[src/include/tacsc_pkg.sv]
// constants and types shared by the converter serial control block
package tacsc_pkg;
	// ----------------------------------------------------------------
	// widths and timing
	// ----------------------------------------------------------------
	localparam int          RESULT_W        = 10;
	localparam int          BYTE_W          = 8;
	localparam int          CHAN_W          = 3;
	localparam int          CLK_PERIOD_NS   = 8;
	localparam int          CONV_ANALOG_NS  = 9000;
	localparam int          CONV_TEMP_NS    = 27000;
	localparam int          CNT_W           = 12;
	localparam logic [11:0] CONV_ANALOG_CYC = 12'(CONV_ANALOG_NS / CLK_PERIOD_NS);
	localparam logic [11:0] CONV_TEMP_CYC   = 12'(CONV_TEMP_NS / CLK_PERIOD_NS);
	localparam logic [2:0]  WR_LAST_BIT     = 3'h7;

	// ----------------------------------------------------------------
	// channel codes and reset values
	// ----------------------------------------------------------------
	localparam logic [2:0]  CHAN_TEMP       = 3'h0;
	localparam logic [2:0]  CHAN_ANALOG     = 3'h1;
	localparam logic [2:0]  CHAN_BANDGAP    = 3'h7;
	localparam logic [2:0]  CHAN_RESET      = CHAN_TEMP;
	localparam logic [7:0]  THRESH_RESET    = 8'h99;

	// ----------------------------------------------------------------
	// register map, byte addresses
	// ----------------------------------------------------------------
	localparam int          ADDR_W          = 8;
	localparam logic [7:0]  OFS_STATUS      = 8'h00;
	localparam logic [7:0]  OFS_MASK        = 8'h04;
	localparam logic [7:0]  OFS_STATE       = 8'h08;
	localparam logic [7:0]  OFS_RESULT      = 8'h0C;
	localparam int          EV_W            = 3;
	localparam int          EV_CONV_DONE    = 0;
	localparam int          EV_OVER_TEMP    = 1;
	localparam int          EV_CTRL_WRITE   = 2;
	localparam logic [2:0]  MASK_RESET      = 3'h0;
	localparam int          ST_CHAN_LSB     = 0;
	localparam int          ST_BUSY         = 4;
	localparam int          ST_HOLD         = 5;
	localparam int          ST_PDOWN        = 6;
	localparam int          ST_FLAG_N       = 7;
	localparam int          ST_THRESH_LSB   = 8;

	typedef enum logic {TACSC_IDLE, TACSC_CONVERT} tacsc_state_e;
endpackage

[src/verilog/tacsc_ctrl.sv]
// digital control of a temperature-sensing 10-bit converter with a serial port
//
// Local design decisions: the address map and the strobed register port.
`timescale 1ns/100ps
module tacsc_ctrl (
	// clock and reset
	input  wire logic                          mclk_i,
	input  wire logic                          rst_n_i,
	// conversion pins
	input  wire logic                          conversion_start_n_i,
	output logic                               busy_o,
	output logic                               over_temp_flag_n_o,
	// serial pins
	input  wire logic                          sclk_i,
	input  wire logic                          rd_wr_i,
	input  wire logic                          sdata_i,
	output logic                               sdata_o,
	output logic                               sdata_oe_o,
	// analog core
	input  wire logic [tacsc_pkg::RESULT_W-1:0] adc_result_i,
	output logic      [tacsc_pkg::CHAN_W-1:0]   channel_o,
	output logic                               hold_o,
	output logic                               power_down_o,
	// register port
	input  wire logic [tacsc_pkg::ADDR_W-1:0]   reg_addr_i,
	input  wire logic [31:0]                    reg_wdata_i,
	input  wire logic                          reg_wr_i,
	input  wire logic                          reg_rd_i,
	output logic      [31:0]                    reg_rdata_o,
	// interrupt
	output logic                               irq_o
);
	import tacsc_pkg::*;

	// ----------------------------------------------------------------
	// pin synchronisers: conv start, rd/wr, sclk, data
	// ----------------------------------------------------------------
	logic [3:0]            sync1;
	logic [3:0]            sync2;
	logic [3:0]            sync_prev;
	logic                  start_fall;
	logic                  rdwr_rise;
	logic                  sclk_rise;
	logic                  sclk_fall;
	logic                  rd_mode;
	logic                  sdata_s;

	// reset to each pin's idle level: start and sclk high, rd/wr low, so that
	// no false edge follows reset and the data pin is not driven after it
	always_ff @(posedge mclk_i or negedge rst_n_i) begin
		if (!rst_n_i) begin
			sync1     <= 4'h5;
			sync2     <= 4'h5;
			sync_prev <= 4'h5;
		end else begin
			sync1     <= {sdata_i, sclk_i, rd_wr_i, conversion_start_n_i};
			sync2     <= sync1;
			sync_prev <= sync2;
		end
	end

	assign start_fall = sync_prev[0] & ~sync2[0];
	assign rdwr_rise  = ~sync_prev[1] & sync2[1];
	assign sclk_rise  = ~sync_prev[2] & sync2[2];
	assign sclk_fall  = sync_prev[2] & ~sync2[2];
	assign rd_mode    = sync2[1];
	assign sdata_s    = sync2[3];

	// ----------------------------------------------------------------
	// conversion sequencer
	// ----------------------------------------------------------------
	tacsc_state_e          state;
	logic [CNT_W-1:0]      conv_cnt;
	logic [CHAN_W-1:0]     conv_chan;
	logic [RESULT_W-1:0]   result;
	logic [BYTE_W-1:0]     threshold;
	logic                  conv_end;
	logic                  temp_end;
	logic                  over_temp;

	assign conv_end  = (state == TACSC_CONVERT) && (conv_cnt == '0);
	assign temp_end  = conv_end && (conv_chan == CHAN_TEMP);
	assign over_temp = adc_result_i[RESULT_W-1 -: BYTE_W] > threshold;

	always_ff @(posedge mclk_i or negedge rst_n_i) begin
		if (!rst_n_i) begin
			state     <= TACSC_IDLE;
			conv_cnt  <= '0;
			conv_chan <= CHAN_RESET;
			busy_o    <= 1'b0;
			hold_o    <= 1'b0;
		end else begin
			case (state)
				TACSC_IDLE: begin
					if (start_fall) begin
						state     <= TACSC_CONVERT;
						conv_chan <= channel_o;
						busy_o    <= 1'b1;
						hold_o    <= 1'b1;
						conv_cnt  <= (channel_o == CHAN_TEMP) ? CONV_TEMP_CYC - 12'h001
							: CONV_ANALOG_CYC - 12'h001;
					end
				end
				TACSC_CONVERT: begin
					if (conv_end) begin
						state  <= TACSC_IDLE;
						busy_o <= 1'b0;
						hold_o <= 1'b0;
					end else begin
						conv_cnt <= conv_cnt - 12'h001;
					end
				end
				default: state <= TACSC_IDLE;
			endcase
		end
	end

	// result capture and power-down decision at end of conversion
	always_ff @(posedge mclk_i or negedge rst_n_i) begin
		if (!rst_n_i) begin
			result       <= '0;
			power_down_o <= 1'b0;
		end else if (conv_end) begin
			result       <= adc_result_i;
			power_down_o <= ~sync2[0];
		end else if (start_fall) begin
			power_down_o <= 1'b0;
		end
	end

	// over-temperature flag: a comparison in the clearing cycle wins
	always_ff @(posedge mclk_i or negedge rst_n_i) begin
		if (!rst_n_i) begin
			over_temp_flag_n_o <= 1'b1;
		end else if (temp_end) begin
			over_temp_flag_n_o <= ~over_temp;
		end else if (rdwr_rise) begin
			over_temp_flag_n_o <= 1'b1;
		end
	end

	// ----------------------------------------------------------------
	// serial port
	// ----------------------------------------------------------------
	logic [RESULT_W-1:0]   rd_shift;
	logic [BYTE_W-1:0]     wr_shift;
	logic [2:0]            wr_cnt;
	logic [BYTE_W-1:0]     wr_byte;
	logic                  wr_done;

	assign wr_byte = {wr_shift[BYTE_W-2:0], sdata_s};
	assign wr_done = ~rd_mode && sclk_rise && (wr_cnt == WR_LAST_BIT);

	// read path: load on read select, shift on falling clock
	always_ff @(posedge mclk_i or negedge rst_n_i) begin
		if (!rst_n_i) begin
			rd_shift   <= '0;
			sdata_o    <= 1'b0;
			sdata_oe_o <= 1'b0;
		end else begin
			sdata_oe_o <= rd_mode;
			if (rdwr_rise) begin
				sdata_o  <= result[RESULT_W-1];
				rd_shift <= {result[RESULT_W-2:0], 1'b0};
			end else if (rd_mode && sclk_fall) begin
				sdata_o  <= rd_shift[RESULT_W-1];
				rd_shift <= {rd_shift[RESULT_W-2:0], 1'b0};
			end
		end
	end

	// write path: msb first, count of eight rising edges
	always_ff @(posedge mclk_i or negedge rst_n_i) begin
		if (!rst_n_i) begin
			wr_shift <= '0;
			wr_cnt   <= '0;
		end else if (rd_mode) begin
			wr_cnt <= '0;
		end else if (sclk_rise) begin
			wr_shift <= wr_byte;
			wr_cnt   <= wr_cnt + 3'h1;
		end
	end

	// control byte decode
	always_ff @(posedge mclk_i or negedge rst_n_i) begin
		if (!rst_n_i) begin
			channel_o <= CHAN_RESET;
			threshold <= THRESH_RESET;
		end else if (wr_done) begin
			if (wr_byte[BYTE_W-1:CHAN_W] == '0) begin
				channel_o <= wr_byte[CHAN_W-1:0];
			end else begin
				threshold <= wr_byte;
			end
		end
	end

	// ----------------------------------------------------------------
	// events, interrupt and register port
	// ----------------------------------------------------------------
	logic [EV_W-1:0]       status;
	logic [EV_W-1:0]       mask;
	logic [EV_W-1:0]       events;
	logic [EV_W-1:0]       w1c;

	assign events = {wr_done, temp_end & over_temp, conv_end};
	assign w1c    = (reg_wr_i && reg_addr_i == OFS_STATUS) ? reg_wdata_i[EV_W-1:0] : '0;

	always_ff @(posedge mclk_i or negedge rst_n_i) begin
		if (!rst_n_i) begin
			status <= '0;
			mask   <= MASK_RESET;
			irq_o  <= 1'b0;
		end else begin
			status <= (status & ~w1c) | events;
			irq_o  <= |(status & mask);
			if (reg_wr_i && reg_addr_i == OFS_MASK) begin
				mask <= reg_wdata_i[EV_W-1:0];
			end
		end
	end

	always_ff @(posedge mclk_i or negedge rst_n_i) begin
		if (!rst_n_i) begin
			reg_rdata_o <= '0;
		end else begin
			reg_rdata_o <= '0;
			if (reg_rd_i) begin
				case (reg_addr_i)
					OFS_STATUS: reg_rdata_o <= 32'(status);
					OFS_MASK:   reg_rdata_o <= 32'(mask);
					OFS_STATE:  reg_rdata_o <= 32'({threshold, over_temp_flag_n_o,
						power_down_o, hold_o, busy_o, 1'b0, channel_o});
					OFS_RESULT: reg_rdata_o <= 32'(result);
					default:    reg_rdata_o <= '0;
				endcase
			end
		end
	end

	// ----------------------------------------------------------------
	// assertions
	// ----------------------------------------------------------------
	logic [CNT_W-1:0]      busy_len;

	always_ff @(posedge mclk_i or negedge rst_n_i) begin
		if (!rst_n_i) begin
			busy_len <= '0;
		end else begin
			busy_len <= busy_o ? busy_len + 12'h001 : '0;
		end
	end
endmodule

[config.mk]
export PLATFORM = sky130hd
export DESIGN_NAME = tacsc_ctrl
export DESIGN_NICKNAME = d
export VERILOG_FILES = /design/src/include/tacsc_pkg.sv /design/src/verilog/tacsc_ctrl.sv
export SDC_FILE = /design/constraint.sdc
export NUM_CORES = 1
export LEC_CHECK = 0
export BUFFER_PORTS_ARGS = -buffer_cell sky130_fd_sc_hd__buf_2
export CAP_MARGIN = 20
export CORE_MARGIN = 2
export CORE_UTILIZATION = 50
export CTS_CLUSTER_SIZE = 14
export DETAILED_ROUTE_END_ITERATION = 8
export GPL_ROUTABILITY_DRIVEN = 0
export PLACE_DENSITY_LB_ADDON = 0.1
export SYNTH_ARGS = -nofsm -noshare
export SYNTH_HDL_FRONTEND = slang
export SYNTH_SLANG_ARGS = --single-unit
[constraint.sdc]
create_clock -name mclk_i -period 2.8 [get_ports mclk_i]
set_input_delay 0.42 -clock mclk_i [delete_from_list [all_inputs] [get_ports mclk_i]]
set_output_delay 0.42 -clock mclk_i [all_outputs]
set_load 0.01 [all_outputs]
Yosys cells after proc, flatten, opt, wreduce, memory -nomap -nowiden
Index checks and enable logic that the tools add are counted.
- word-level logic and storage cells: 94
- output and inout port bits: 42
- register bits: 112
- bits of input ports: 58
- multiplexer cells: 23
- add/sub/neg operators: 2
- reduce and logical (&&, ||, !) cells: 23
- equal/unequal tests: 7
- bitwise operators: 17
- magnitude comparators: 1
- operators by type and width (cell ; number):
    16-bit one-hot mux with 4 select lines ; 1
    12-bit two-way mux ; 3
    32-bit two-way mux ; 1
    12-bit one-hot mux with 2 select lines ; 1
    10-bit two-way mux ; 2
    8-bit by 4-bit equality test with 1-bit output, second input constant ; 2
    12-bit zero test ; 1
    2-bit AND reduction ; 6
    12-bit by 1-bit subtractor with 12-bit output, second input constant ; 1
    1-bit two-way mux ; 10
    3-bit two-way mux ; 3
    8-bit by 3-bit equality test with 1-bit output, second input constant ; 1
    8-bit > comparator ; 1
    8-bit zero test ; 1
    1-bit inverter ; 8
    2-bit nonzero test ; 4
    1-bit logical AND ; 7
    3-bit bitwise AND ; 2
    3-bit zero test ; 2
    1-bit bitwise AND ; 5
    5-bit zero test ; 1
    2-bit inequality test, second input constant ; 2
    1-bit one-hot mux with 2 select lines ; 2
    3-bit by 1-bit adder with 3-bit output, second input constant ; 1
    other kinds (5) ; 5

Depth between registers and ports, before layout
- depth after elaboration: 6
- gate-level depth with buffers: 8

Worst setup path after synthesis
No wires, ideal clock.
- kind: reg2reg
- start point: register conv_cnt[4]
- end point: register conv_cnt[9]
- path slack: 0.766 ns
- cell stages (with the launch flop): 6
- data required time: 2.675 ns
- setup time: 0.125 ns
- data arrival time: 1.909 ns
- clock period less this slack: 2.034 ns
- path through: dfrtp_1 or4_4 or4_1 or4_1 nand3_1 o21ai_1
- cells in the longest elaborated chain, start to end: 4
- elaborated cells between the ends (all ways): 7
- classes of those cells: 1 x add/sub; 1 x eq/ne; 2 x mux; 3 x reduce/logical
- RTL lines (item ; RTL line ; text):
    from (decl) ; tacsc_ctrl.sv:73 ; logic [CNT_W-1:0] conv_cnt;
    from (signal assigned) ; tacsc_ctrl.sv:100 ; conv_cnt <= (channel_o == CHAN_TEMP) ? CONV_TEMP_CYC - 12'h001
    from (signal assigned) ; tacsc_ctrl.sv:110 ; conv_cnt <= conv_cnt - 12'h001;
    branches (longest 4 deep; another with 12-bit by 1-bit subtractor with 12-bit output) ; n/a ;
Parallel ways; which one is timed is not known. The select of a mux whose other input is x is not followed.
A chain may end at the register's enable or synchronous reset.

Worst setup path after layout
- start point: register conv_cnt[0]
- end point: register status[1]
- cells in the longest elaborated chain, start to end: 5
- RTL lines (item ; RTL line ; text):
    12-bit zero test ; tacsc_ctrl.sv:81 ; assign conv_end = (state == TACSC_CONVERT) && (conv_cnt == '0);
    1-bit logical AND ; tacsc_ctrl.sv:81 ;
    1-bit logical AND ; tacsc_ctrl.sv:82 ; assign temp_end = conv_end && (conv_chan == CHAN_TEMP);
    1-bit bitwise AND ; tacsc_ctrl.sv:207 ; assign events = {wr_done, temp_end & over_temp, conv_end};
    3-bit OR ; tacsc_ctrl.sv:216 ; status <= (status & ~w1c) | events;
    to (signal assigned) ; tacsc_ctrl.sv:216 ;
    to (decl) ; tacsc_ctrl.sv:202 ; logic [EV_W-1:0] status;
Every way passes these cells.

==> reports/metrics.yaml <==
finish:
  final_common_cell: "dfrtp_1"
  post-route-cell-area_mm2: 0.00474
  drive_gt1_share_pct: 30.7
  antenna_cells: 0
  area_growth_pct: 14.0
  final_cell_mix: "dfrtp_1 (83), buf_2 (53), nand2_1 (33)"
  nets: 476
  post-route-util_pct: 58.2
clock_network:
  cts_resized: 0
  clock_latency_ns: 0.36
  cts_setup_buffers: 0
  cts_htree_levels: 3
  cts_sinks: 94
  clk_pin_slew_ns: 0.09
  cts_hold_buf: 0
  clock_path_buffers: 2
  cts_tree: "done"
  root_buffer: "clkbuf_8"
  cts_made_buffers: 9
routing:
  drc_errors: 0
  routed-via-count: 2712
  firstDrtPassIters: 4
  via_per_inst: 5.26
  totalWireLength_um: 7790
  wl_per_cell_um: 15.1
  ant_nets: 0
  first_iter_violations: 102
logic_synthesis:
  syn_inst: 346
  yosys.area.top_type: "dfrtp_1"
  yosys.area.top_type_share_pct: 50.0
  yosysSeqAreaShare_pct: 56.9
  synth.distinct_cells: 49
  yosys_most_used_dff: "dfrtp_1"
  synth.avg_cell_area_um2: 12.0
  yosys_warnings: 0
  ys_top_cells_by_area: "dfrtp_1 (50%), mux2_2 (8.1%), dfstp_2 (7.0%)"
  syn_area_mm2: 0.00416
  async_flop_share_pct: 100
  ys_ff_latch: 94
  synth-edff-count: 0
power:
  vdd_drop_max_mv: 0.461
  power.density_mw_per_mm2: 706
  leakagePower_uw: 0.00230
hold_path:
  hold_path.class: "input port to async pin"
place:
  portBuffers: 54
  post-place-ws_ns: 0.652
  place_area_mm2: 0.00450
  dp_hpwl_um: 5700
floorplan:
  ioPinCount: 100
  die_h_um: 95.2
  row_count: 33
  dieArea_mm2: 0.00906
  start_util_pct: 51.1
  die_w_um: 95.2
  fp.coreArea_mm2: 0.00813
timing:
  fin_crit_ns: 2.15
  rsz0062_at_grt: "false"
  min_period_over_period_pct: 76.9
  fmax_ghz: 0.464
  slew_violations: 0
  setup_viol: 0
  hold_viol: 0
  layout_setup_ws_ns: 0.646
  tns_ns: 0
  skew_ns: 0.0147
  worst_slew_pin_slew_ns: 0.592
  max_slew_margin_pct: 60.5
  whs_ns: 0.0346
worst_setup_path:
  reg2reg_to: "status[1]"
  ff2ff_setup_slack_ns: 0.65
  crit_path_end_kind: "flip-flop"
  start_kind: "flip-flop"
  crit_arrival_ns: 2.45
  rr_startpoint: "conv_cnt[0]"
  critical_path_class: "flip-flop to flip-flop"
  crit_fanout: 7
  r2r_cells: 7
  cp.required_ns: 3.10
grt:
  antenna_found_initial: 0
  grt_overflow: 0
  track_usage_pct: 19.1
  grt_max_degree: 44
  grt_pass1_wl_um: 13100
  grt_pass1_vias: 2691
run:
  cap_viol_max_count: 0
status:
  status: "completed"
cell families after synthesis:
| group | share of synthesized area, % |
|---|---|
| mux | 12.6 |
| flops | 56.9 |
| compound gates | 6.83 |
| fa+ha+maj | 3.61 |
| simple gates | 12.9 |
| buf+inv | 5.48 |
| other cells | 0.0902 |
| xor+xnor | 1.48 |
cells in the mapped netlist (2+ instances only):
| cell | n |
|---|---|
| and4_1 | 2 |
| mux2i_1 | 12 |
| dfrtp_1 | 83 |
| nor2b_1 | 4 |
| nand4_1 | 2 |
| a21oi_1 | 3 |
| nor2_1 | 19 |
| nand3_1 | 6 |
| or4_1 | 5 |
| xor2_1 | 2 |
| nand2_1 | 33 |
| and3_1 | 3 |
| xnor2_1 | 5 |
| nand2b_1 | 4 |
| mux4_2 | 3 |
| mux2_2 | 30 |
| o21ai_0 | 19 |
| a31oi_1 | 3 |
| clkbuf_1 | 6 |
| inv_1 | 17 |
| buf_4 | 17 |
| and2_1 | 8 |
| ha_1 | 12 |
| a22o_1 | 7 |
| nor4_1 | 6 |
| a221oi_1 | 2 |
| dfstp_2 | 11 |
area by class of cell:
type                    instances  area (um^2)
well taps                     105          131
fillers                       677         3400
multi-input cells             224         1620
clock inverters                 6          111
inverters                      17         63.8
clock buffers                  10          128
repair buffers                 60          318
flip-flops and latches         94         2370
worst max path at each step:
| stage | from | cells past startpoint | slack [ns] | end |
|---|---|---|---|---|
| final | conv_cnt[0] | 7 | 0.65 | status[1] |
| after global routing | conv_cnt[0] | 7 | 0.53 | over_temp_flag_n_o |
| after CTS | conv_cnt[0] | 7 | 0.63 | status[1] |
| after detailed placement | conv_cnt[0] | 7 | 0.65 | status[1] |
| after global placement | conv_cnt[0] | 7 | 0.65 | status[1] |
| after floorplan | conv_cnt[4] | 5 | 0.77 | conv_cnt[9] |
where the power goes:
group          switching (uW)  internal, uW
registers                 206          1550
clock network             467           594
logic                     272           255
total                     945          2400
worst max-delay path, stage by stage (launching register included):
cell and delay [ns]:
dfrtp_1 0.45, inv_1 0.11, ha_1 0.18, nor2b_1 0.22
nand4_1 0.14, or4_1 0.49, a221oi_1 0.39, a21o_1 0.13
layer usage:
layer | part of all wire [%] | global-route usage (%) | routed length (um) | up-vias
met5 | 0 | 0 | 0 | -
met4 | 1.8 | 6.64 | 139 | 0
met3 | 4.5 | 4.43 | 350 | 12
met2 | 49 | 31.3 | 3840 | 67
met1 | 44 | 25.2 | 3460 | 1336
li1 | - | - | - | 1297
stage by stage:
stage          total power [uW]  cells
2_1_floorplan              2140    361
3_3_place_gp               2290    500
3_5_place_dp               2310    500
4_1_cts                    3380    516
5_1_grt                    3530    516
6_report                   3340    516
registers in the layout, summed over array words and instances (netlist names), 4 cells and up:
name / count
wr_shift: 7
result: 10
conv_cnt: 12
rd_shift: 9
threshold: 8
reg_rdata_o: 16
sync1: 4
sync2: 4
Note: power is estimated with default switching activity, not from simulation.
